## src/design/tsr_pkg.sv

```systemverilog
package tsr_pkg;

	// Register indices; the byte address on the bus is four times the index.
	localparam logic [2:0] STATUS_IDX = 3'h0;
	localparam logic [2:0] SETUP_IDX  = 3'h1;
	localparam logic [2:0] RESULT_IDX = 3'h2;
	localparam logic [2:0] IDENT_IDX  = 3'h3;
	localparam logic [2:0] CRIT_IDX   = 3'h4;
	localparam logic [2:0] HYST_IDX   = 3'h5;
	localparam logic [2:0] UPPER_IDX  = 3'h6;
	localparam logic [2:0] LOWER_IDX  = 3'h7;
	localparam int         IDX_LSB    = 2;
	localparam int         IDX_MSB    = 4;

	// Values after reset.
	localparam logic [7:0]  STATUS_RST = 8'h80;
	localparam logic [7:0]  SETUP_RST  = 8'h00;
	localparam logic [15:0] RESULT_RST = 16'h0000;
	localparam logic [15:0] CRIT_RST   = 16'h4980;
	localparam logic [7:0]  HYST_RST   = 8'h05;
	localparam logic [15:0] UPPER_RST  = 16'h2000;
	localparam logic [15:0] LOWER_RST  = 16'h0500;
	// Identification value; arbitrary neutral code.
	localparam logic [7:0]  IDENT_VAL  = 8'h5a;

	// Status bit positions.
	localparam int ST_LOW  = 4;
	localparam int ST_HIGH = 5;
	localparam int ST_CRIT = 6;
	localparam int ST_RDYN = 7;

	// Setup field positions.
	localparam int CF_QUEUE_LSB = 0;
	localparam int CF_QUEUE_MSB = 1;
	localparam int CF_CRIT_POL  = 2;
	localparam int CF_LIM_POL   = 3;
	localparam int CF_CMP_MODE  = 4;
	localparam int CF_MODE_LSB  = 5;
	localparam int CF_MODE_MSB  = 6;
	localparam int CF_RES16     = 7;

	// Hysteresis is in whole degrees; one degree is 128 result steps.
	localparam int HYST_SHIFT = 7;

	typedef enum logic [1:0] {
		TSR_MODE_CONT = 2'b00,
		TSR_MODE_ONE  = 2'b01,
		TSR_MODE_SPS  = 2'b10,
		TSR_MODE_SHUT = 2'b11
	} tsr_mode_t;

	typedef enum logic [1:0] {
		TSR_IDLE = 2'b00,
		TSR_CONV = 2'b01,
		TSR_GAP  = 2'b10,
		TSR_SHUT = 2'b11
	} tsr_state_t;

	// Timing.
	localparam longint CLK_HZ       = 250000000;
	localparam longint CONV_MS      = 240;
	localparam longint SPS_CONV_MS  = 60;
	localparam longint SPS_PERIOD_MS = 1000;
	localparam int CONV_CYC       = int'(CONV_MS * CLK_HZ / 1000);
	localparam int SPS_CONV_CYC   = int'(SPS_CONV_MS * CLK_HZ / 1000);
	localparam int SPS_PERIOD_CYC = int'(SPS_PERIOD_MS * CLK_HZ / 1000);
	localparam int TIMER_W        = 28;

endpackage

```

## src/design/tsr_regs.sv

```systemverilog
// Notes on behaviour
// - Eight registers, fixed reset values, indices 0-7.
// - Status, result, identity ignore writes.
// - Status is eight bits at index 0.
// - Limit flags clear on status read or return.
// - Pending bit drops when result is stored.
// - Result read sets pending bit; resets high.
// - Mode write in one-shot or sps sets pending.
// - Bit 4: below lower limit, clears above plus hysteresis.
// - Bit 5: above upper limit, clears below minus hysteresis.
// - Bit 6: above critical, clears below minus hysteresis.
// - Setup register is eight bits read/write.
// - Setup bits 1:0 give fault count one to four.
// - Setup bit 2 sets critical alert polarity.
// - Setup bit 3 sets limit alert polarity.
// - Setup bit 4: latched or comparator alerts.
// - Mode 00 converts back to back.
// - Mode 01 makes one 240 ms conversion.
// - Mode 10 converts 60 ms once per second.
// - Mode 11 stops all conversion activity.
// - Setup bit 7 selects 13 or 16 bit results.
// - Latched mode: any read releases both alerts.
// - Non-exceeding result zeroes the fault count.
// - Leaving shutdown starts a conversion at once.
//
// Register access over Avalon-MM was left to the implementer.
`timescale 1ns/100ps
module tsr_regs
	import tsr_pkg::*;
#(
	parameter int CONV_CYCLES   = CONV_CYC,
	parameter int SPS_CONV_CYCLES = SPS_CONV_CYC,
	parameter int SPS_PERIOD_CYCLES = SPS_PERIOD_CYC
) (
	input  wire logic        core_clk,
	input  wire logic        nrst,
	input  wire logic [7:0]  address,
	input  wire logic        read,
	input  wire logic        write,
	input  wire logic [31:0] writedata,
	input  wire logic [3:0]  byteenable,
	output logic      [31:0] readdata,
	output logic             waitrequest,
	input  wire logic [15:0] sensorTemp,
	output logic             convActive,
	output logic             criticalAlertOut,
	output logic             limitAlertOut
);

	logic [7:0]       status;
	logic [7:0]       setup;
	logic [15:0]      tempResult;
	logic [15:0]      criticalThreshold;
	logic [7:0]       hysteresis;
	logic [15:0]      upperThreshold;
	logic [15:0]      lowerThreshold;
	tsr_state_t       cstate;
	logic [TIMER_W-1:0] timer;
	logic [1:0]       faultCnt;
	logic             critActive;
	logic             limActive;

	logic [7:0]       next_status;
	logic [7:0]       next_setup;
	logic [15:0]      next_tempResult;
	logic [15:0]      next_criticalThreshold;
	logic [7:0]       next_hysteresis;
	logic [15:0]      next_upperThreshold;
	logic [15:0]      next_lowerThreshold;
	tsr_state_t       next_cstate;
	logic [TIMER_W-1:0] next_timer;
	logic [1:0]       next_faultCnt;
	logic             next_critActive;
	logic             next_limActive;
	logic [31:0]      next_readdata;
	logic             next_waitrequest;
	logic             next_convActive;
	logic             next_criticalAlertOut;
	logic             next_limitAlertOut;

	logic             mapped;
	logic [2:0]       idx;
	logic             rdAcc;
	logic             wrAcc;
	logic             cfgWr;
	tsr_mode_t        newMode;
	tsr_mode_t        curMode;
	logic             convDone;
	logic [15:0]      tq;
	logic             overCrit;
	logic             overHigh;
	logic             underLow;
	logic             retCrit;
	logic             retHigh;
	logic             retLow;
	logic             exceed;
	logic             qualified;

	// Sign extends a result or a limit so that comparisons stay signed.
	function automatic logic signed [16:0] sx(input logic [15:0] v);
		return {v[15], v};
	endfunction

	// Hysteresis is whole degrees in the low nibble, 128 steps each.
	function automatic logic signed [16:0] hy(input logic [7:0] h);
		return {6'h00, h[3:0], 7'h00};
	endfunction

	// Byte lanes 0 and 1 update the low and high bytes of a limit.
	function automatic logic [15:0] merge16(input logic [15:0] old,
		input logic [31:0] wd, input logic [3:0] be);
		return {be[1] ? wd[15:8] : old[15:8], be[0] ? wd[7:0] : old[7:0]};
	endfunction

	// A timer loaded with n - 1 reaches zero n - 1 cycles later, in the nth cycle.
	function automatic logic [TIMER_W-1:0] cyc(input int n);
		return TIMER_W'(n - 1);
	endfunction

	always_comb begin
		idx      = address[IDX_MSB:IDX_LSB];
		// Only the first eight words decode; the rest read as zero.
		mapped   = (address[7:IDX_MSB+1] == 3'h0);
		rdAcc    = read & ~waitrequest;
		wrAcc    = write & ~waitrequest & mapped;
		cfgWr    = wrAcc & (idx == SETUP_IDX) & byteenable[0];
		newMode  = tsr_mode_t'(writedata[CF_MODE_MSB:CF_MODE_LSB]);
		curMode  = tsr_mode_t'(setup[CF_MODE_MSB:CF_MODE_LSB]);
		convDone = (cstate == TSR_CONV) && (timer == '0);

		// Short results compare with their extra bits taken as zero.
		tq = setup[CF_RES16] ? sensorTemp : {sensorTemp[15:3], 3'h0};
		overCrit = sx(tq) > sx(criticalThreshold);
		overHigh = sx(tq) > sx(upperThreshold);
		underLow = sx(tq) < sx(lowerThreshold);
		retCrit  = sx(tq) < sx(criticalThreshold) - hy(hysteresis);
		retHigh  = sx(tq) < sx(upperThreshold) - hy(hysteresis);
		retLow   = sx(tq) > sx(lowerThreshold) + hy(hysteresis);
		exceed    = overCrit | overHigh | underLow;
		qualified = convDone & exceed
			& (faultCnt >= setup[CF_QUEUE_MSB:CF_QUEUE_LSB]);
	end

	// Conversion sequencing.
	always_comb begin
		next_cstate = cstate;
		next_timer  = (timer != '0) ? timer - 1'b1 : timer;
		case (cstate)
			TSR_IDLE: begin
			end
			TSR_CONV: begin
				if (timer == '0) begin
					case (curMode)
						TSR_MODE_CONT: begin
							next_timer = cyc(CONV_CYCLES);
						end
						TSR_MODE_SPS: begin
							next_cstate = TSR_GAP;
							next_timer  = cyc(SPS_PERIOD_CYCLES - SPS_CONV_CYCLES);
						end
						default: begin
							next_cstate = TSR_IDLE;
						end
					endcase
				end
			end
			TSR_GAP: begin
				if (timer == '0) begin
					next_cstate = TSR_CONV;
					next_timer  = cyc(SPS_CONV_CYCLES);
				end
			end
			TSR_SHUT: begin
			end
			default: begin
				next_cstate = TSR_IDLE;
			end
		endcase
		if (cfgWr) begin
			case (newMode)
				TSR_MODE_SHUT: begin
					next_cstate = TSR_SHUT;
					next_timer  = '0;
				end
				TSR_MODE_ONE: begin
					next_cstate = TSR_CONV;
					next_timer  = cyc(CONV_CYCLES);
				end
				TSR_MODE_SPS: begin
					next_cstate = TSR_CONV;
					next_timer  = cyc(SPS_CONV_CYCLES);
				end
				default: begin
					// Rewriting mode 00 while it runs leaves the conversion alone.
					if (cstate == TSR_SHUT || cstate == TSR_IDLE ||
					    curMode != TSR_MODE_CONT) begin
						next_cstate = TSR_CONV;
						next_timer  = cyc(CONV_CYCLES);
					end
				end
			endcase
		end
	end

	// Registers, flags and alerts.
	always_comb begin
		next_setup             = setup;
		next_tempResult        = tempResult;
		next_criticalThreshold = criticalThreshold;
		next_hysteresis        = hysteresis;
		next_upperThreshold    = upperThreshold;
		next_lowerThreshold    = lowerThreshold;
		next_status            = status;
		next_faultCnt          = faultCnt;
		next_critActive        = critActive;
		next_limActive         = limActive;

		// Writes to status, result and identity fall through unchanged.
		if (wrAcc) begin
			case (idx)
				SETUP_IDX: begin
					if (byteenable[0]) begin
						next_setup = writedata[7:0];
					end
				end
				CRIT_IDX: begin
					next_criticalThreshold =
						merge16(criticalThreshold, writedata, byteenable);
				end
				HYST_IDX: begin
					if (byteenable[0]) begin
						next_hysteresis = writedata[7:0];
					end
				end
				UPPER_IDX: begin
					next_upperThreshold =
						merge16(upperThreshold, writedata, byteenable);
				end
				LOWER_IDX: begin
					next_lowerThreshold =
						merge16(lowerThreshold, writedata, byteenable);
				end
				default: begin
				end
			endcase
		end

		// Clears first, so that a flag set in the same cycle survives.
		if (rdAcc && mapped && idx == STATUS_IDX) begin
			next_status[ST_CRIT:ST_LOW] = status[ST_CRIT:ST_LOW]
				& ~readdata[ST_CRIT:ST_LOW];
		end
		if (rdAcc && mapped && idx == RESULT_IDX) begin
			next_status[ST_RDYN] = 1'b1;
		end
		if (cfgWr && (curMode == TSR_MODE_ONE || curMode == TSR_MODE_SPS ||
		    newMode == TSR_MODE_ONE || newMode == TSR_MODE_SPS)) begin
			next_status[ST_RDYN] = 1'b1;
		end
		if (rdAcc && !setup[CF_CMP_MODE]) begin
			next_critActive = 1'b0;
			next_limActive  = 1'b0;
		end

		if (convDone) begin
			next_tempResult = setup[CF_RES16] ? tq :
				{tq[15:3], overCrit, overHigh, underLow};
			next_status[ST_RDYN] = 1'b0;
			if (retLow) begin
				next_status[ST_LOW] = 1'b0;
			end
			if (retHigh) begin
				next_status[ST_HIGH] = 1'b0;
			end
			if (retCrit) begin
				next_status[ST_CRIT] = 1'b0;
			end
			if (setup[CF_CMP_MODE]) begin
				if (retCrit) begin
					next_critActive = 1'b0;
				end
				if (retHigh && retLow) begin
					next_limActive = 1'b0;
				end
			end
			// The count saturates at three, enough for the deepest queue.
			if (!exceed) begin
				next_faultCnt = 2'h0;
			end else if (faultCnt != 2'h3) begin
				next_faultCnt = faultCnt + 2'h1;
			end
			// Flags and alerts set only once the fault queue is met; the
			// set builds on the cleared value so a same-edge set wins over a clear.
			if (qualified) begin
				next_status[ST_LOW] =
					next_status[ST_LOW] | underLow;
				next_status[ST_HIGH] =
					next_status[ST_HIGH] | overHigh;
				next_status[ST_CRIT] =
					next_status[ST_CRIT] | overCrit;
				next_critActive = next_critActive | overCrit;
				next_limActive  = next_limActive | overHigh | underLow;
			end
		end
		next_status[3:0] = 4'h0;
	end

	// Bus answer: one wait cycle, then the access completes.
	// Read data are taken in the wait cycle and stand until the next read.
	always_comb begin
		next_waitrequest = ~((read | write) & waitrequest);
		next_readdata    = readdata;
		if (read && waitrequest) begin
			next_readdata = 32'h0;
			if (mapped) begin
				case (idx)
					STATUS_IDX: next_readdata[7:0]  = status;
					SETUP_IDX:  next_readdata[7:0]  = setup;
					RESULT_IDX: next_readdata[15:0] = tempResult;
					IDENT_IDX:  next_readdata[7:0]  = IDENT_VAL;
					CRIT_IDX:   next_readdata[15:0] = criticalThreshold;
					HYST_IDX:   next_readdata[7:0]  = hysteresis;
					UPPER_IDX:  next_readdata[15:0] = upperThreshold;
					LOWER_IDX:  next_readdata[15:0] = lowerThreshold;
					default:    next_readdata = 32'h0;
				endcase
			end
		end
		next_convActive       = (next_cstate == TSR_CONV);
		next_criticalAlertOut = next_critActive
			~^ next_setup[CF_CRIT_POL];
		next_limitAlertOut    = next_limActive
			~^ next_setup[CF_LIM_POL];
	end

	always_ff @(posedge core_clk) begin
		if (!nrst) begin
			status            <= STATUS_RST;
			setup             <= SETUP_RST;
			tempResult        <= RESULT_RST;
			criticalThreshold <= CRIT_RST;
			hysteresis        <= HYST_RST;
			upperThreshold    <= UPPER_RST;
			lowerThreshold    <= LOWER_RST;
			// Out of reset a conversion runs for the package CONV_CYC count, whatever CONV_CYCLES is.
			cstate            <= TSR_CONV;
			timer             <= TIMER_W'(CONV_CYC - 1);
			faultCnt          <= 2'h0;
			critActive        <= 1'b0;
			limActive         <= 1'b0;
			readdata          <= 32'h0;
			waitrequest       <= 1'b1;
			convActive        <= 1'b1;
			criticalAlertOut  <= 1'b1;
			limitAlertOut     <= 1'b1;
		end else begin
			status            <= next_status;
			setup             <= next_setup;
			tempResult        <= next_tempResult;
			criticalThreshold <= next_criticalThreshold;
			hysteresis        <= next_hysteresis;
			upperThreshold    <= next_upperThreshold;
			lowerThreshold    <= next_lowerThreshold;
			cstate            <= next_cstate;
			timer             <= next_timer;
			faultCnt          <= next_faultCnt;
			critActive        <= next_critActive;
			limActive         <= next_limActive;
			readdata          <= next_readdata;
			waitrequest       <= next_waitrequest;
			convActive        <= next_convActive;
			criticalAlertOut  <= next_criticalAlertOut;
			limitAlertOut     <= next_limitAlertOut;
		end
	end

endmodule

```

## config.mk

```make
export PLATFORM = sky130hd
export DESIGN_NAME = tsr_regs
export DESIGN_NICKNAME = d
export VERILOG_FILES = /design/src/design/tsr_pkg.sv /design/src/design/tsr_regs.sv
export SDC_FILE = /design/constraint.sdc
export NUM_CORES = 1
export LEC_CHECK = 0
export ABC_CLOCK_PERIOD_IN_PS = 7130
export BUFFER_PORTS_ARGS = -buffer_cell sky130_fd_sc_hd__buf_2
export CORE_ASPECT_RATIO = 0.6
export CORE_MARGIN = 8
export CORE_UTILIZATION = 45
export CTS_BUF_LIST = sky130_fd_sc_hd__clkbuf_2
export DETAILED_ROUTE_END_ITERATION = 10
export PLACE_DENSITY = 0.68
export SYNTH_ARGS = -nofsm -noshare
export SYNTH_HDL_FRONTEND = slang
export SYNTH_SLANG_ARGS = --single-unit
export TNS_END_PERCENT = 5
```

## constraint.sdc

```tcl
create_clock -name core_clk -period 7.13 [get_ports core_clk]
set_input_delay 1.426 -clock core_clk [delete_from_list [all_inputs] [get_ports core_clk]]
set_output_delay 1.426 -clock core_clk [all_outputs]
set_load 0.005 [all_outputs]
```

# Word level (Yosys, flattened, before mapping)
# Index checks and enable logic that the tools add are counted.
dict set report totals {
  reg_bits 158
  input_bits 64
  output_inout_bits 36
  elab_cells 156
}
dict set report op_classes {
  add_sub_neg 5
  order_cmp 7
  eq_ne 18
  muxes 48
  n_bitwise 23
  reduce_logical 32
}
# cell count
set ops {}
lappend ops {{$mux 28} 5}
lappend ops {{$pmux 28 s2} 2}
lappend ops {{$pmux 28 s3} 1}
lappend ops {{$pmux 8 s8} 1}
lappend ops {{$lt 16x17->1} 2}
lappend ops {{$sub 16x12->17} 2}
lappend ops {{$gt 16x16->1} 2}
lappend ops {{$pmux 8 s4} 1}
lappend ops {{$logic_not 28->1} 1}
lappend ops {{$reduce_bool 28->1} 1}
lappend ops {{$sub 28x1->28 const B} 1}
lappend ops {{$reduce_and 3->1} 8}
lappend ops {{$mux 1} 20}
lappend ops {{$add 16x12->17} 1}
lappend ops {{$gt 16x17->1} 1}
lappend ops {{$lt 16x16->1} 1}
lappend ops {{$mux 16} 1}
lappend ops {{$mux 4} 4}
lappend ops {{$eq 3x3->1 const B} 4}
lappend ops {{$mux 2} 6}
lappend ops {{$mux 3} 4}
lappend ops {{$pmux 2 s2} 3}
lappend ops {{$eq 2x2->1 const B} 5}
lappend ops {{$or 1x1->1} 9}
lappend ops {{other kinds (21)} 47}

# Depth between registers and ports, before layout
dict set report logic_depth {
  word_depth 12
  mapped_depth 17
  ltp_nobuf 17
}

# Least setup slack after synthesis
# No wires, ideal clock.
dict set report synth_path {
  path_kind {in2reg}
  startpoint {input port sensorTemp[1]}
  endpoint {register faultCnt[0]}
  setup_ps 122
  arrival_ps 3250
  required_ps 7008
  setup_slack_ps 3758
  path_stages 9
  n_path_buf 0
  path_cell_list {and2_1 ha_1 nor2b_1 o211ai_1 a211oi_1 o311ai_0 and2_1 nand2_1 o311a_1}
}
dict set report synth_via {
  elab_chain_cells 6
  elab_cells_between_ends 9
  classes_between {order compare (3); eq/ne (1); mux (2); bitwise (2); reduce/logical (1)}
}
# element line
set synth_lines {}
lappend synth_lines {{start: declaration} tsr_regs.sv:44} ;# input wire logic [15:0] sensorTemp,
lappend synth_lines {{$mux 3 *} tsr_regs.sv:132} ;# tq = setup[CF_RES16] ? sensorTemp : {sensorTemp[15:3], 3'h0};
lappend synth_lines {{$gt 16x16->1 (on tied branches)} {tsr_regs.sv:133, tsr_regs.sv:134}}
lappend synth_lines {{$or 1x1->1} tsr_regs.sv:139} ;# exceed = overCrit | overHigh | underLow;
lappend synth_lines {{$or 1x1->1 *} tsr_regs.sv:139}
lappend synth_lines {{$ne 2x1->1 (no source line)} -}
lappend synth_lines {{$reduce_and 2->1 (no source line)} -}
lappend synth_lines {{end signal: assignment} tsr_regs.sv:366} ;# faultCnt <= next_faultCnt;
lappend synth_lines {{end: declaration} tsr_regs.sv:59} ;# logic [1:0] faultCnt;
# Every way passes the cells marked *; elsewhere a longest branch is shown, timed or not.
# A chain may end at the register's enable or synchronous reset.

# Worst setup path in the final report
dict set report layout_path {
  startpoint {register hysteresis[0]}
  endpoint {register limitAlertOut}
}
dict set report layout_via {
  elab_chain_cells 11
  elab_cells_between_ends 13
  classes_between {add/sub (2); order compare (2); mux (5); bitwise (3); reduce/logical (1)}
}
# element line
set layout_lines {}
lappend layout_lines {{start: declaration} tsr_regs.sv:54} ;# logic [7:0] hysteresis;
lappend layout_lines {{start signal: assignment} tsr_regs.sv:361} ;# hysteresis <= next_hysteresis;
lappend layout_lines {{$sub 16x12->17 or $add 16x12->17 (tied branches)} {tsr_regs.sv:137, tsr_regs.sv:138}}
lappend layout_lines {{$lt 16x17->1 or $gt 16x17->1 (tied branches)} {tsr_regs.sv:137, tsr_regs.sv:138}}
lappend layout_lines {{$logic_and 1x1->1 *} tsr_regs.sv:282} ;# if (retHigh && retLow) begin
lappend layout_lines {{$mux 1 *} tsr_regs.sv:282}
lappend layout_lines {{$mux 1 *} tsr_regs.sv:278} ;# if (setup[CF_CMP_MODE]) begin
lappend layout_lines {{$mux 1 *} tsr_regs.sv:265} ;# if (convDone) begin
lappend layout_lines {{$or 1x1->1 (2 in series)} tsr_regs.sv:302} ;# next_limActive = next_limActive | overHigh | underLow;
lappend layout_lines {{$mux 1 *} tsr_regs.sv:294} ;# if (qualified) begin
lappend layout_lines {{$mux 1 *} tsr_regs.sv:265}
lappend layout_lines {{$xnor 1x1->1 *} tsr_regs.sv:332} ;# next_limitAlertOut = next_limActive
lappend layout_lines {{end signal: assignment} tsr_regs.sv:373} ;# limitAlertOut <= next_limitAlertOut;
lappend layout_lines {{end: declaration} tsr_regs.sv:47} ;# output logic limitAlertOut
# Every way passes the cells marked *; elsewhere a longest branch is shown, timed or not. The select of a mux whose other input is x is not followed.

==> impl_metrics.xml <==
<?xml version="1.0" encoding="UTF-8"?>
<metrics>
  <group name="outcome">
    <metric name="outcome" unit="">finished clean</metric>
  </group>
  <group name="cts">
    <metric name="cts.sinks" unit="">138</metric>
    <metric name="root_buffer_cell" unit="">clkbuf_2</metric>
    <metric name="insertion_delay" unit="ps">790</metric>
    <metric name="cts_htree_levels" unit="">4</metric>
    <metric name="clock_path_buffers" unit="">2</metric>
    <metric name="cts_made_buffers" unit="">17</metric>
    <metric name="cts_post_setup_buffers_inserted" unit="">0</metric>
    <metric name="cts_hold_repair.buffers" unit="">0</metric>
    <metric name="cts_tree" unit="">done</metric>
    <metric name="clk_pin_slew_worst_paths" unit="ps">210</metric>
    <metric name="cts_repair_resize_count" unit="">0</metric>
  </group>
  <group name="job">
    <metric name="cap_viol_max_count" unit="">0</metric>
  </group>
  <group name="worst_hold_path">
    <metric name="timing.hold.worst.class" unit="">flip-flop to flip-flop</metric>
  </group>
  <group name="place">
    <metric name="port_buffers" unit="">63</metric>
    <metric name="gp_routability_congestion" unit="">0.957</metric>
    <metric name="placed_cells_incl_taps" unit="">1474</metric>
    <metric name="dp_hpwl" unit="µm">24400</metric>
    <metric name="worst_case_setup_slack_after_placement" unit="ps">2580</metric>
  </group>
  <group name="floorplanning">
    <metric name="row_count" unit="">41</metric>
    <metric name="initial_utilization" unit="">0.457</metric>
    <metric name="die-width" unit="µm">204</metric>
    <metric name="die-height" unit="µm">129</metric>
    <metric name="die_area" unit="µm²">26300</metric>
    <metric name="io-pin-count" unit="">100</metric>
    <metric name="coreArea" unit="µm²">20900</metric>
  </group>
  <group name="drt">
    <metric name="post_drt_wl_per_cell" unit="µm">20.9</metric>
    <metric name="vias_per_cell" unit="">5.94</metric>
    <metric name="drt_first_pass_iters" unit="">6</metric>
    <metric name="num_vias" unit="">8947</metric>
    <metric name="drc_errors" unit="">0</metric>
    <metric name="routed_wirelength" unit="µm">31500</metric>
    <metric name="drtIter0Drc" unit="">1089</metric>
    <metric name="drtAntennaViolNets" unit="">0</metric>
  </group>
  <group name="power">
    <metric name="intPower" unit="W">0.000999</metric>
    <metric name="netSwitchingFraction" unit="">0.316</metric>
    <metric name="p_comb_frac" unit="">0.125</metric>
    <metric name="switchingPower" unit="W">0.000461</metric>
    <metric name="clockPowerShare" unit="">0.338</metric>
    <metric name="worst_ir_drop_vdd" unit="V">0.0000890</metric>
    <metric name="power-per-cell-area" unit="nW/µm²">143</metric>
    <metric name="cellLeakagePower" unit="nW">4.03</metric>
    <metric name="power.share.sequential" unit="">0.537</metric>
    <metric name="totalPowerFinal" unit="W">0.00146</metric>
  </group>
  <group name="timing">
    <metric name="timing.slew.headroom" unit="">0.219</metric>
    <metric name="hold_viol_final" unit="">0</metric>
    <metric name="maxClockFrequency" unit="MHz">237</metric>
    <metric name="rsz0062_at_grt" unit="">no</metric>
    <metric name="final_period_minus_worst_setup_slack" unit="ps">4230</metric>
    <metric name="clock_skew" unit="ps">54.4</metric>
    <metric name="worst_pin_slew" unit="ps">1170</metric>
    <metric name="timing.setup.tns" unit="ps">0</metric>
    <metric name="setup_ws" unit="ps">2900</metric>
    <metric name="timing.final.crit_share" unit="">0.593</metric>
    <metric name="setup_viol" unit="">0</metric>
    <metric name="drv_slew" unit="">0</metric>
  </group>
  <group name="synth">
    <metric name="yosys.cell_count.top_type" unit="">dfxtp_1</metric>
    <metric name="synth.yosys.warnings" unit="">0</metric>
    <metric name="synth-seq-cells" unit="">138</metric>
    <metric name="yosys-top-cells-count" unit="">dfxtp_1 (138), nor2_1 (137), ha_1 (103)</metric>
    <metric name="synthesis.instances" unit="">1170</metric>
    <metric name="synth-edff-count" unit="">0</metric>
    <metric name="syn-cell-area" unit="µm²">9540</metric>
    <metric name="synth_area_leaders" unit="">dfxtp_1 (29%), ha_1 (14%), mux2i_1 (6.4%)</metric>
    <metric name="synth.top_cell.area_share" unit="">0.290</metric>
    <metric name="yosys.area.top_type" unit="">dfxtp_1</metric>
    <metric name="ys_seq_area_frac" unit="">0.290</metric>
    <metric name="ys_flop_type" unit="">dfxtp_1</metric>
    <metric name="synth_async_sr_flop_share" unit="">0</metric>
    <metric name="synth.avg_cell_area" unit="µm²">8.15</metric>
    <metric name="synth_cell_types" unit="">78</metric>
  </group>
  <group name="global_route">
    <metric name="groute.layer.met1.usage" unit="">0.370</metric>
    <metric name="grt-ovfl-total" unit="">0</metric>
    <metric name="met2_usage" unit="">0.294</metric>
    <metric name="grt_max_degree" unit="">55</metric>
    <metric name="global_route.peak_usage_layer" unit="">met1</metric>
    <metric name="grt_pass1_vias" unit="">8325</metric>
    <metric name="initial_antenna_violation_count" unit="">0</metric>
    <metric name="met3_usage" unit="">0.0976</metric>
    <metric name="grt_first_pass_wirelength" unit="µm">48300</metric>
    <metric name="groute.usage.overall" unit="">0.238</metric>
  </group>
  <group name="finish">
    <metric name="finalCoreUtilization" unit="">0.490</metric>
    <metric name="n_fill_cell" unit="">2047</metric>
    <metric name="final_cell_count_no_fill" unit="">1506</metric>
    <metric name="design.final.nets" unit="">1384</metric>
    <metric name="layout-drive-gt1-share" unit="">0.0978</metric>
    <metric name="number_of_diodes_added_for_antenna_fixing" unit="">0</metric>
    <metric name="area_growth_syn_to_layout" unit="%">7.33</metric>
  </group>
  <group name="setup_path">
    <metric name="timing.critical_path.cells" unit="">ha_1 &gt; inv_1 &gt; fa_1 &gt; nor2b_1 &gt; o21ai_0 &gt; nand2b_1 &gt; nand2_1 &gt; nor2_1 &gt; xnor2_1 &gt; ha_1 &gt; nand3_1 &gt; nor4_1 &gt; a21boi_0 &gt; or4_1 &gt; nand4b_1 &gt; and2_0 &gt; a221oi_1</metric>
    <metric name="crit_path_frequent_cell" unit="">ha_1</metric>
    <metric name="worst-path-max-fanout" unit="">5</metric>
    <metric name="worstSetupStartpointType" unit="">flip-flop</metric>
    <metric name="cp_data_required_time" unit="ps">7780</metric>
    <metric name="critPathCaptureType" unit="">flip-flop</metric>
    <metric name="cp_data_arrival_time" unit="ps">4880</metric>
    <metric name="critical_path.slowest_cell" unit="">dfxtp_1</metric>
    <metric name="critical-path-top-delay-family" unit="">simple AND/OR/NAND/NOR gates</metric>
    <metric name="crit_path_max_incr_delay" unit="ps">600</metric>
    <metric name="crit_type" unit="">flip-flop to flip-flop</metric>
    <metric name="critical_path_buf_inv_count" unit="">1</metric>
  </group>
</metrics>
-- kinds of logic after synthesis --
family          after synthesis  share of synthesized area
fa+ha+maj                   106                      0.141
compound gates              270                      0.180
mux                          69                     0.0785
flops                       138                      0.290
xor+xnor                     42                     0.0386
other cells                   1                   0.000393
simple gates                410                      0.211
buf+inv                     134                     0.0602
-- cell type report --
cell class	instances	area [µm²]	share of cell area
inverter	77	289	0.0282
sequential	138	2760	0.270
tap	279	349	0.0341
clock inverter	15	149	0.0145
multi-input combinational	913	6250	0.611
timing repair buffer	67	345	0.0337
clock buffer	17	85.1	0.00831
-- registers in the layout, summed over array words and instances (netlist names), 4 cells and up --
name,cells
timer,28
status,4
lowerThreshold,16
tempResult,16
upperThreshold,16
criticalThreshold,16
readdata,16
setup,8
hysteresis,8
-- final timing paths --
kind                 startpoint            end  slack, ps  depth (start not counted)
setup reg to reg  hysteresis[0]  limitAlertOut       2900                         17
setup / recovery  hysteresis[0]  limitAlertOut       2900                         17
hold reg to reg   tempResult[6]  tempResult[6]        470                          2
hold / removal    tempResult[6]  tempResult[6]        470                          2
-- tightest hold or removal path: cells and delay by family, from the launching register on --
family	cells	cell delay, ps
compound gates	1	50
simple gates	1	50
flops	1	360
-- layout by cell type, fill, tap and decap left out, types with 31 or more instances in the layout --
| cell type | n |
|---|---|
| a21oi_1 | 92 |
| buf_2 | 63 |
| dfxtp_1 | 138 |
| ha_1 | 103 |
| inv_1 | 75 |
| mux2i_1 | 61 |
| nand2_1 | 96 |
| nand3_1 | 31 |
| nor2_1 | 137 |
| o21ai_0 | 55 |
-- layer usage --
| layer | part of all wire | vias up | wire [µm] |
|---|---|---|---|
| met2 | 0.36 | 435 | 11400 |
| met3 | 0.14 | 25 | 4270 |
| met1 | 0.50 | 4238 | 15700 |
| met4 | 0.0065 | 0 | 204 |
| li1 | - | 4249 | - |
| met5 | 0 | - | 0 |
-- stage by stage --
stage | instance area [µm²] | hold WS [ps]
finish | 10200 | 469
global route | 10200 | 484
CTS | 10200 | 466
detailed placement | 10000 | 445
global placement | 10000 | 439
floorplan | 9590 | 432
-- power by group through the flow --
stage	Clock, W	Combinational (W)	Sequential (W)
floorplan	0	0.000111	0.000796
global placement	0	0.000172	0.000798
detailed placement	0	0.000175	0.000798
CTS	0.000497	0.000176	0.000783
global route	0.000532	0.000199	0.000785
finish	0.000493	0.000183	0.000783
Note: power is estimated with default switching activity, not from simulation.
